File: config.mk
export PLATFORM = sky130hd
export DESIGN_NAME = fcsp_port
export DESIGN_NICKNAME = d
export VERILOG_FILES = /design/src/pkg/fcsp_pkg.sv /design/src/core/fcsp_port.sv
export VERILOG_INCLUDE_DIRS = /design/src /design/src/pkg
export SDC_FILE = /design/constraint.sdc
export NUM_CORES = 1
export LEC_CHECK = 0
export BUFFER_PORTS_ARGS = -buffer_cell sky130_fd_sc_hd__buf_4
export CAP_MARGIN = 25
export CORE_ASPECT_RATIO = 0.7
export CORE_UTILIZATION = 64
export CTS_CLUSTER_DIAMETER = 150
export DETAILED_ROUTE_END_ITERATION = 10
export PLACE_DENSITY = 0.95
export SLEW_MARGIN = 25
export SYNTH_ARGS = -nofsm -noshare
export SYNTH_HDL_FRONTEND = slang
export SYNTH_SLANG_ARGS = --single-unit
File: constraint.sdc
create_clock -name pclk -period 6.5 [get_ports pclk]
set_input_delay 0.325 -clock pclk [delete_from_list [all_inputs] [get_ports pclk]]
set_output_delay 0.325 -clock pclk [all_outputs]
set_load 0.02 [all_outputs]
File: src/pkg/fcsp_cfg.svh
`ifndef FCSP_CFG_SVH
`define FCSP_CFG_SVH

`define FCSP_OFF_MODE0 8'h60
`define FCSP_OFF_CMD0 8'h64
`define FCSP_OFF_STAT0 8'h68
`define FCSP_OFF_MODE1 8'h70
`define FCSP_OFF_CMD1 8'h74
`define FCSP_OFF_STAT1 8'h78

`define FCSP_KEY 8'h5a
`define FCSP_KEY_HI 31
`define FCSP_KEY_LO 24
`define FCSP_PAGE_HI 17
`define FCSP_PAGE_LO 8
`define FCSP_OP_HI 3
`define FCSP_OP_LO 0

`define FCSP_OP_NONE 4'h0
`define FCSP_OP_WP 4'h1
`define FCSP_OP_SLB 4'h2
`define FCSP_OP_WPL 4'h3
`define FCSP_OP_CLB 4'h4
`define FCSP_OP_EA 4'h8
`define FCSP_OP_SET_USER_NV_BIT_CMD 4'hb
`define FCSP_OP_CLEAR_USER_NV_BIT_CMD 4'hd
`define FCSP_OP_SSB 4'hf

`define FCSP_ST_RDY 0
`define FCSP_ST_LERR 2
`define FCSP_ST_BERR 3
`define FCSP_ST_SEC 4
`define FCSP_ST_NV_LO 8
`define FCSP_ST_LOCK_LO 16
`define FCSP_MODE_RDY_IE 0

`define FCSP_CLK_NS 10
`define FCSP_OP_NS 640
`define FCSP_OP_CYCLES ((`FCSP_OP_NS + `FCSP_CLK_NS - 1) / `FCSP_CLK_NS)

`endif

File: src/pkg/fcsp_pkg.sv
`default_nettype none
package fcsp_pkg;
	typedef enum logic [1:0] {
		fcsp_idle = 2'b00,
		fcsp_run = 2'b01,
		fcsp_lock = 2'b10
	} fcsp_state_t;
endpackage : fcsp_pkg
`default_nettype wire

File: src/core/fcsp_port.sv
`include "fcsp_cfg.svh"
`default_nettype none
module fcsp_port
	import fcsp_pkg::*;
#(
	parameter int NUM_REGIONS = 16,
	parameter int PAGE_W = 10,
	parameter int NV_BITS = 3,
	parameter int OP_CYCLES = `FCSP_OP_CYCLES,
	parameter int CNT_W = 16
) (
	input wire logic pclk,
	input wire logic presetn,
	input wire logic [7:0] paddr,
	input wire logic psel,
	input wire logic penable,
	input wire logic pwrite,
	input wire logic [31:0] pwdata,
	output logic [31:0] prdata,
	output logic pready,
	output logic pslverr,
	output logic irq
);

	// ****************************************
	// elaboration checks
	// ****************************************
	localparam int RSH = PAGE_W - $clog2(NUM_REGIONS);

	if (NUM_REGIONS > 16 || NUM_REGIONS < 2 || (NUM_REGIONS & (NUM_REGIONS - 1)) != 0)
		$error("NUM_REGIONS must be a power of two from 2 to 16");
	if (PAGE_W > 10 || RSH < 0)
		$error("PAGE_W must fit the page field and cover all regions");
	if (NV_BITS < 1 || NV_BITS > 3)
		$error("NV_BITS must be 1 to 3");
	if (OP_CYCLES < 1 || OP_CYCLES >= (1 << CNT_W))
		$error("OP_CYCLES does not fit CNT_W");

	localparam logic [CNT_W-1:0] OP_LOAD = CNT_W'(OP_CYCLES - 1);

	// ****************************************
	// helpers
	// ****************************************
	function automatic logic [3:0] region_of(input logic [9:0] page);
		logic [9:0] sh;
		sh = page >> RSH;
		return sh[3:0];
	endfunction : region_of

	function automatic logic [7:0] cmd_off(input int i);
		return (i == 0) ? `FCSP_OFF_CMD0 : `FCSP_OFF_CMD1;
	endfunction : cmd_off

	function automatic logic [7:0] stat_off(input int i);
		return (i == 0) ? `FCSP_OFF_STAT0 : `FCSP_OFF_STAT1;
	endfunction : stat_off

	function automatic logic [7:0] mode_off(input int i);
		return (i == 0) ? `FCSP_OFF_MODE0 : `FCSP_OFF_MODE1;
	endfunction : mode_off

	function automatic logic op_defined(input logic [3:0] op);
		return op == `FCSP_OP_NONE || op == `FCSP_OP_WP || op == `FCSP_OP_SLB || op == `FCSP_OP_WPL
			|| op == `FCSP_OP_CLB || op == `FCSP_OP_EA || op == `FCSP_OP_SET_USER_NV_BIT_CMD || op == `FCSP_OP_CLEAR_USER_NV_BIT_CMD
			|| op == `FCSP_OP_SSB;
	endfunction : op_defined

	// ****************************************
	// state
	// ****************************************
	fcsp_state_t state_reg [2];
	fcsp_state_t state_next [2];
	logic [CNT_W-1:0] cnt_reg [2];
	logic [CNT_W-1:0] cnt_next [2];
	logic [3:0] op_reg [2];
	logic [3:0] op_next [2];
	logic [9:0] page_reg [2];
	logic [9:0] page_next [2];
	logic [15:0] lock_reg [2];
	logic [15:0] lock_next [2];
	logic [2:0] nv_reg;
	logic [2:0] nv_next;
	logic sec_reg;
	logic sec_next;
	logic [1:0] lerr_reg;
	logic [1:0] lerr_next;
	logic [1:0] berr_reg;
	logic [1:0] berr_next;
	logic [1:0] ie_reg;
	logic [1:0] ie_next;
	logic [31:0] prdata_reg;
	logic [31:0] prdata_next;
	logic pready_reg;
	logic pready_next;
	logic pslverr_reg;
	logic pslverr_next;
	logic irq_reg;
	logic irq_next;

	// ****************************************
	// bus decode
	// ****************************************
	logic access;
	logic answer;
	logic [1:0] cmd_hit;
	logic [1:0] stat_rd;
	logic [1:0] mode_wr;
	logic [1:0] done;
	logic mapped;
	logic [31:0] rd_val;
	logic [7:0] key;
	logic [3:0] opcode;
	logic [9:0] page;

	assign key = pwdata[`FCSP_KEY_HI:`FCSP_KEY_LO];
	assign opcode = pwdata[`FCSP_OP_HI:`FCSP_OP_LO];
	// with NUM_REGIONS at 16, unused high page bits drop out in region_of; the nv range check counts them, so they put the page out of range
	assign page = pwdata[`FCSP_PAGE_HI:`FCSP_PAGE_LO];

	// one wait state: the answer is registered, so prdata is a flop
	assign answer = psel & penable & ~pready_reg;
	assign access = psel & penable & pready_reg;

	always_comb begin
		mapped = 1'b0;
		rd_val = 32'h0000_0000;
		cmd_hit = 2'b00;
		stat_rd = 2'b00;
		mode_wr = 2'b00;
		for (int i = 0; i < 2; i++) begin
			cmd_hit[i] = access & pwrite & (paddr == cmd_off(i));
			stat_rd[i] = access & ~pwrite & (paddr == stat_off(i));
			mode_wr[i] = access & pwrite & (paddr == mode_off(i));
			if (paddr == cmd_off(i) || paddr == mode_off(i) || paddr == stat_off(i)) begin
				mapped = 1'b1;
			end
			if (paddr == mode_off(i)) begin
				rd_val[`FCSP_MODE_RDY_IE] = ie_reg[i];
			end
			if (paddr == stat_off(i)) begin
				rd_val[`FCSP_ST_RDY] = (state_reg[i] == fcsp_idle);
				rd_val[`FCSP_ST_LERR] = lerr_reg[i];
				rd_val[`FCSP_ST_BERR] = berr_reg[i];
				rd_val[`FCSP_ST_LOCK_LO +: 16] = lock_reg[i];
				if (i == 0) begin
					rd_val[`FCSP_ST_SEC] = sec_reg;
					rd_val[`FCSP_ST_NV_LO +: 3] = nv_reg;
				end
			end
		end
	end

	// ****************************************
	// bus slave
	// ****************************************
	always_comb begin
		pready_next = answer;
		pslverr_next = answer & ~mapped;
		prdata_next = prdata_reg;
		if (answer) begin
			prdata_next = pwrite ? 32'h0000_0000 : rd_val;
		end
	end

	always_ff @(posedge pclk or negedge presetn) begin
		if (!presetn) begin
			prdata_reg <= 32'h0000_0000;
			pready_reg <= 1'b0;
			pslverr_reg <= 1'b0;
		end else begin
			prdata_reg <= prdata_next;
			pready_reg <= pready_next;
			pslverr_reg <= pslverr_next;
		end
	end

	// ****************************************
	// command sequencers, one per controller
	// ****************************************
	always_comb begin
		nv_next = nv_reg;
		sec_next = sec_reg;
		done = 2'b00;
		for (int i = 0; i < 2; i++) begin
			state_next[i] = state_reg[i];
			cnt_next[i] = cnt_reg[i];
			op_next[i] = op_reg[i];
			page_next[i] = page_reg[i];
			lock_next[i] = lock_reg[i];
			lerr_next[i] = lerr_reg[i];
			berr_next[i] = berr_reg[i];
			ie_next[i] = ie_reg[i];
			// clear only what the answered read showed, so a later set survives
			if (stat_rd[i]) begin
				lerr_next[i] = lerr_reg[i] & ~prdata_reg[`FCSP_ST_LERR];
				berr_next[i] = berr_reg[i] & ~prdata_reg[`FCSP_ST_BERR];
			end
			if (mode_wr[i]) begin
				ie_next[i] = pwdata[`FCSP_MODE_RDY_IE];
			end
			if (cmd_hit[i]) begin
				if (key != `FCSP_KEY) begin
					berr_next[i] = 1'b1;
				end else if (!op_defined(opcode)) begin
					berr_next[i] = 1'b1;
				end else if (state_reg[i] == fcsp_idle && opcode != `FCSP_OP_NONE) begin
					if ((opcode == `FCSP_OP_WP || opcode == `FCSP_OP_WPL) && lock_reg[i][region_of(page)]) begin
						lerr_next[i] = 1'b1;
					end else if (opcode == `FCSP_OP_EA && |lock_reg[i]) begin
						state_next[i] = fcsp_idle;
					end else begin
						state_next[i] = fcsp_run;
						cnt_next[i] = OP_LOAD;
						op_next[i] = opcode;
						page_next[i] = page;
					end
				end
			end
			unique case (state_reg[i])
				fcsp_idle: begin
				end
				fcsp_run: begin
					if (cnt_reg[i] != '0) begin
						cnt_next[i] = cnt_reg[i] - 1'b1;
					end else begin
						state_next[i] = fcsp_idle;
						done[i] = 1'b1;
						// page programming and erase act on the array, not on state held here
						unique case (op_reg[i])
							`FCSP_OP_WPL: begin
								state_next[i] = fcsp_lock;
								cnt_next[i] = OP_LOAD;
								done[i] = 1'b0;
							end
							`FCSP_OP_SLB: lock_next[i][region_of(page_reg[i])] = 1'b1;
							`FCSP_OP_CLB: lock_next[i][region_of(page_reg[i])] = 1'b0;
							`FCSP_OP_SET_USER_NV_BIT_CMD: begin
								if (i == 0 && page_reg[i] < 10'(NV_BITS)) begin
									nv_next[page_reg[i][1:0]] = 1'b1;
								end
							end
							`FCSP_OP_CLEAR_USER_NV_BIT_CMD: begin
								if (i == 0 && page_reg[i] < 10'(NV_BITS)) begin
									nv_next[page_reg[i][1:0]] = 1'b0;
								end
							end
							`FCSP_OP_SSB: begin
								if (i == 0) begin
									sec_next = 1'b1;
								end
							end
							default: begin
							end
						endcase
					end
				end
				fcsp_lock: begin
					if (cnt_reg[i] != '0) begin
						cnt_next[i] = cnt_reg[i] - 1'b1;
					end else begin
						lock_next[i][region_of(page_reg[i])] = 1'b1;
						state_next[i] = fcsp_idle;
						done[i] = 1'b1;
					end
				end
				default: begin
					state_next[i] = fcsp_idle;
				end
			endcase
		end
		// cleared by any status read; a completion in the same cycle wins
		irq_next = (|(done & ie_reg)) | (irq_reg & ~|stat_rd);
	end

	always_ff @(posedge pclk or negedge presetn) begin
		if (!presetn) begin
			for (int i = 0; i < 2; i++) begin
				state_reg[i] <= fcsp_idle;
				cnt_reg[i] <= '0;
				op_reg[i] <= 4'h0;
				page_reg[i] <= 10'h000;
				lock_reg[i] <= 16'h0000;
			end
			nv_reg <= 3'h0;
			sec_reg <= 1'b0;
			lerr_reg <= 2'h0;
			berr_reg <= 2'h0;
			ie_reg <= 2'h0;
			irq_reg <= 1'b0;
		end else begin
			for (int i = 0; i < 2; i++) begin
				state_reg[i] <= state_next[i];
				cnt_reg[i] <= cnt_next[i];
				op_reg[i] <= op_next[i];
				page_reg[i] <= page_next[i];
				lock_reg[i] <= lock_next[i];
			end
			nv_reg <= nv_next;
			sec_reg <= sec_next;
			lerr_reg <= lerr_next;
			berr_reg <= berr_next;
			ie_reg <= ie_next;
			irq_reg <= irq_next;
		end
	end

	assign prdata = prdata_reg;
	assign pready = pready_reg;
	assign pslverr = pslverr_reg;
	assign irq = irq_reg;

	logic good0;
	assign good0 = cmd_hit[0] && key == `FCSP_KEY;

	// busy age counter: a long delay range would be unrolled, a counter bounds the busy time cheaply
	localparam logic [CNT_W+1:0] BUSY_MAX = (CNT_W+2)'(2 * OP_CYCLES);
	logic [CNT_W+1:0] busy_age_reg;
	logic [CNT_W+1:0] busy_age_next;

	always_comb begin
		busy_age_next = '0;
		if (state_reg[0] != fcsp_idle) begin
			busy_age_next = busy_age_reg + 1'b1;
		end
	end

	always_ff @(posedge pclk or negedge presetn) begin
		if (!presetn) begin
			busy_age_reg <= '0;
		end else begin
			busy_age_reg <= busy_age_next;
		end
	end
endmodule : fcsp_port
`default_nettype wire

Yosys cells after proc, flatten, opt, wreduce, memory -nomap -nowiden
Index checks and enable logic that the tools add are counted.

Register bits after elaboration: 141. Input bits: 45. Word-level logic and storage cells: 248.

Add/subtract/negate cells: 2. $lt $le $gt $ge: 8. Equality and inequality tests: 36. Muxes and demuxes: 101. Bitwise operators: 39. Reduce and logical (&&, ||, !) cells: 42.

Operator list (count): $mux 16 (24); $pmux 16 s2 (6); $eq 8x7->1 const B (6); $mux 1 (39); $mux 2 (17); $and 16x16->16 (2); $mux 32 (1); $not 16->16 (2); $or 16x16->16 (2); $reduce_bool 16->1 (2); $reduce_or 16->1 (2); $sub 16x1->16 const B (2); $eq 4x4->1 const B (7); $eq 4x2->1 const B (6); $and 1x1->1 (17); $lt 4x5->1 const B (3); $logic_or 1x1->1 (13); $eq 4x3->1 const B (3); $mux 3 (4); $ne 2x2->1 const B (6); $pmux 2 s3 (2); $reduce_and 6->1 (2); $not 1->1 (11); $lt 10x2->1 const B (1); 28 further kinds (48).

Depth between registers and ports, before layout
Depth in word-level cells: 15. Depth in mapped cells: 11. Mapped depth without buffers: 8.

Worst setup path after synthesis
Ideal clock, no wire load.

Kind: reg2reg. From: register cnt_reg[0] in the netlist's numbering. To: register cnt_reg[14] in the netlist's numbering. Library setup time: 0.126 ns. Arrival time: 2.440 ns. Setup slack: 3.933 ns. Stages on the path, launching flop included: 10. Buffers on the path: 1. Clock period less this slack: 2.567 ns. Path through: dfrtp_1 > inv_1 > ha_1 > or3b_2 > or3_1 > clkbuf_1 > nor4_1 > nand2_1 > and3_1 > a311o_1.

RTL lines: from (decl) (RTL line fcsp_port.sv:73) `logic [CNT_W-1:0] cnt_reg [2];`; from (signal, indexed assignment) (RTL line fcsp_port.sv:293) `cnt_reg[i] <= cnt_next[i];`.

==> flow_summary.json <==
{
  "cts.sinks": 126,
  "grt_remaining_overflow": 0,
  "detail-route-antenna-nets": 0,
  "setup_violations": 0,
  "yosys_most_used_dff": "dfrtp_1",
  "clkTransAtPathRegs_ns": 0.06,
  "drv_cap": 0,
  "area_growth_pct": 15.4,
  "cts-htree-levels": 4,
  "synth.area.top_cells": "dfrtp_1 (44%), mux2_2 (6.6%), o21ai_0 (3.6%)",
  "timing.final.hold_violations": 0,
  "synth_xor_area_frac": 0.00853,
  "grt_max_degree": 74,
  "worst-slew-pin-transition_ns": 0.993,
  "vdd_drop_max_uv": 207,
  "fp.coreArea_mm2": 0.0106,
  "tritoncts": "built",
  "dp_hpwl_mm": 13.6,
  "syn_area_mm2": 0.00719,
  "wl_per_cell_um": 21.4,
  "drive_gt1_frac": 0.208,
  "r2r_slack_ns": 3.36,
  "min_to": "page_reg[14]$_DFFE_PN0P_",
  "clock_path_buffers": 2,
  "die_x_um": 129,
  "place.gp.congestion": 0.938,
  "worstSetupPathType": "reg -> reg",
  "drtIter0Drc": 833,
  "yosysWarnings": 0,
  "synth_top_family_by_area": "simple AND/OR/NAND/NOR gates",
  "clk_latency_ns": 0.42,
  "preCtsSetupSlack_ns": 3.49,
  "yosysSeqAreaShare": 0.438,
  "setup.worst_path.start": "cnt_reg[26]$_DFF_PN0_",
  "min_period_over_period": 0.482,
  "num_vias": 6690,
  "synth-seq-cells": 126,
  "r2r_cells": 6,
  "track_usage": 0.364,
  "syn_avg_cell_area_um2": 9.44,
  "power_density_mw_per_mm2": 228,
  "mostFrequentLayoutCells": "dfrtp_1 (126), nand2_1 (63), buf_4 (61)",
  "hp-class": "in -> reg",
  "num_antenna_cells": 0,
  "nNetsFinal": 859,
  "timing.fmax_mhz": 319,
  "io_pins": 80,
  "synth_top_area_cell": "dfrtp_1",
  "relSlewSlack": 0.338,
  "initial_utilization": 0.677,
  "critPathLaunchType": "flip-flop",
  "cts_buffers": 17,
  "hold_depth": 2,
  "synthAdderAreaFrac": 0.0191,
  "root_buffer": "clkbuf_16",
  "path_max_fanout": 17,
  "synthSimpleGateAreaFrac": 0.213,
  "crit_path_end_kind": "flip-flop",
  "critPathRequiredTime_ns": 6.76,
  "slew_viol_final": 0,
  "dieArea_mm2": 0.0117,
  "async_reset_ff_frac": 1.00,
  "synth_compound_area_frac": 0.182,
  "postSynthCellCount": 762,
  "dr.pass1.iters": 8,
  "final_common_cell": "dfrtp_1",
  "yosysUniqueCellTypes": 76,
  "fp-row-count": 31,
  "routed_wl_mm": 20.6,
  "holdCritStartpoint": "pwdata[12]",
  "fin_crit_ns": 3.14,
  "io_buffer_count": 60,
  "crit_arrival_ns": 3.40,
  "finClkSkew_ns": 0.00911,
  "grt_first_pass_wirelength_mm": 32.8,
  "cts_resized": 0,
  "grt_pass1_vias": 6475,
  "synth.area.mux_share": 0.0880,
  "reg2reg_from": "cnt_reg[26]$_DFF_PN0_",
  "netlist.area_leader.share": 0.438,
  "synth_edf_count": 0,
  "p_total_w": 0.00189,
  "leakagePower_nw": 3.69,
  "rsz0062_at_grt": "no",
  "drt-vias-per-instance": 6.94,
  "setup_ws_ns": 3.36,
  "fp.dieH_um": 90.7,
  "tns_ns": 0,
  "outcome": "complete, no violations",
  "drc": 0,
  "antenna_found_initial": 0
}
## per-layer routing
metal	track usage	wire [um]	part of all wire	up-vias
met5	0	0	0	-
met4	0.143	494	0.024	0
met2	0.554	9530	0.46	460
li1	-	-	-	2879
met1	0.492	8410	0.41	3277
met3	0.104	2210	0.11	74
## worst max-delay path: stages (launching register included)
cell and delay [ns]:
dfrtp_1 0.44, or3_4 0.44, or4_1 0.51, or2_1 0.41, a21oi_4 0.43, and2_1 0.55, a21oi_1 0.19
## timing repair
item	in CTS	in global routing
setup buffers	0	0
hold buffers	1	0
endpoints found under the hold margin	53	0
## report_power, final
group	total (W)	leakage (nW)	switching [W]	internal, W
combinational	0.0000739	1.73	0.0000484	0.0000255
clock	0.00103	0.298	0.000363	0.000671
sequential	0.000786	1.67	0.000000821	0.000786
total	0.00189	3.69	0.000412	0.00148
## worst max-delay path by stage
stage	cells past startpoint	end	slack [ns]
CTS	6	flip-flop	3.41
detailed placement	6	flip-flop	3.49
global placement	6	flip-flop	3.60
finish	6	flip-flop	3.36
global route	6	flip-flop	3.19
floorplan	9	cnt_reg[14]$_DFF_PN0_	3.93
## cells by family after synthesis
group	after synthesis
AND/OR/NAND/NOR	286
AO/OA/AOI/OAI	199
flip-flops	126
buffers and inverters	74
multiplexers	58
adder cells (fa/ha/maj)	11
XOR/XNOR	7
other	1
## final cells by class
cell class / count / area (um^2)
clock buffers: 22 / 474
repair buffers: 64 / 507
multi-input cells: 570 / 3730
inverters: 24 / 90.1
well taps: 148 / 185
clock inverters: 10 / 160
flip-flops and latches: 126 / 3150
fillers: 681 / 2330
## synthesized netlist by cell type (all sizes together), types with 3 or more instances
| cell type | count |
|---|---|
| nor4b | 3 |
| or3 | 12 |
| or4 | 6 |
| xnor2 | 3 |
| nand3 | 39 |
| xor2 | 4 |
| nor3 | 32 |
| buf | 27 |
| and3 | 9 |
| nand4b | 3 |
| o21ai | 53 |
| mux2 | 42 |
| and2 | 5 |
| nor2 | 45 |
| a21o | 20 |
| dfrtp | 126 |
| o211ai | 4 |
| mux2i | 16 |
| nand2 | 63 |
| a211o | 4 |
| nand4bb | 3 |
| or2 | 7 |
| a211oi | 5 |
| nand2b | 9 |
| nor2b | 11 |
| inv | 22 |
| a31oi | 20 |
| ha | 11 |
| clkbuf | 23 |
| nor4 | 20 |
| a22oi | 25 |
| a21oi | 41 |
| nand3b | 4 |
| a31o | 3 |
| o31ai | 3 |
| nand4 | 9 |
## through the flow
step / cells / util / instance area, um^2 / hold slack, ns
2_1_floorplan: 770 / - / 7220 / 0.0294
3_3_place_gp: 929 / 0.715 / 7600 / 0.379
3_5_place_dp: 929 / 0.716 / 7600 / 0.397
4_1_cts: 962 / 0.776 / 8250 / 0.137
5_1_grt: 964 / 0.781 / 8300 / 0.133
6_report: 964 / 0.781 / 8300 / 0.133
Power figures use the tool's default switching activity.
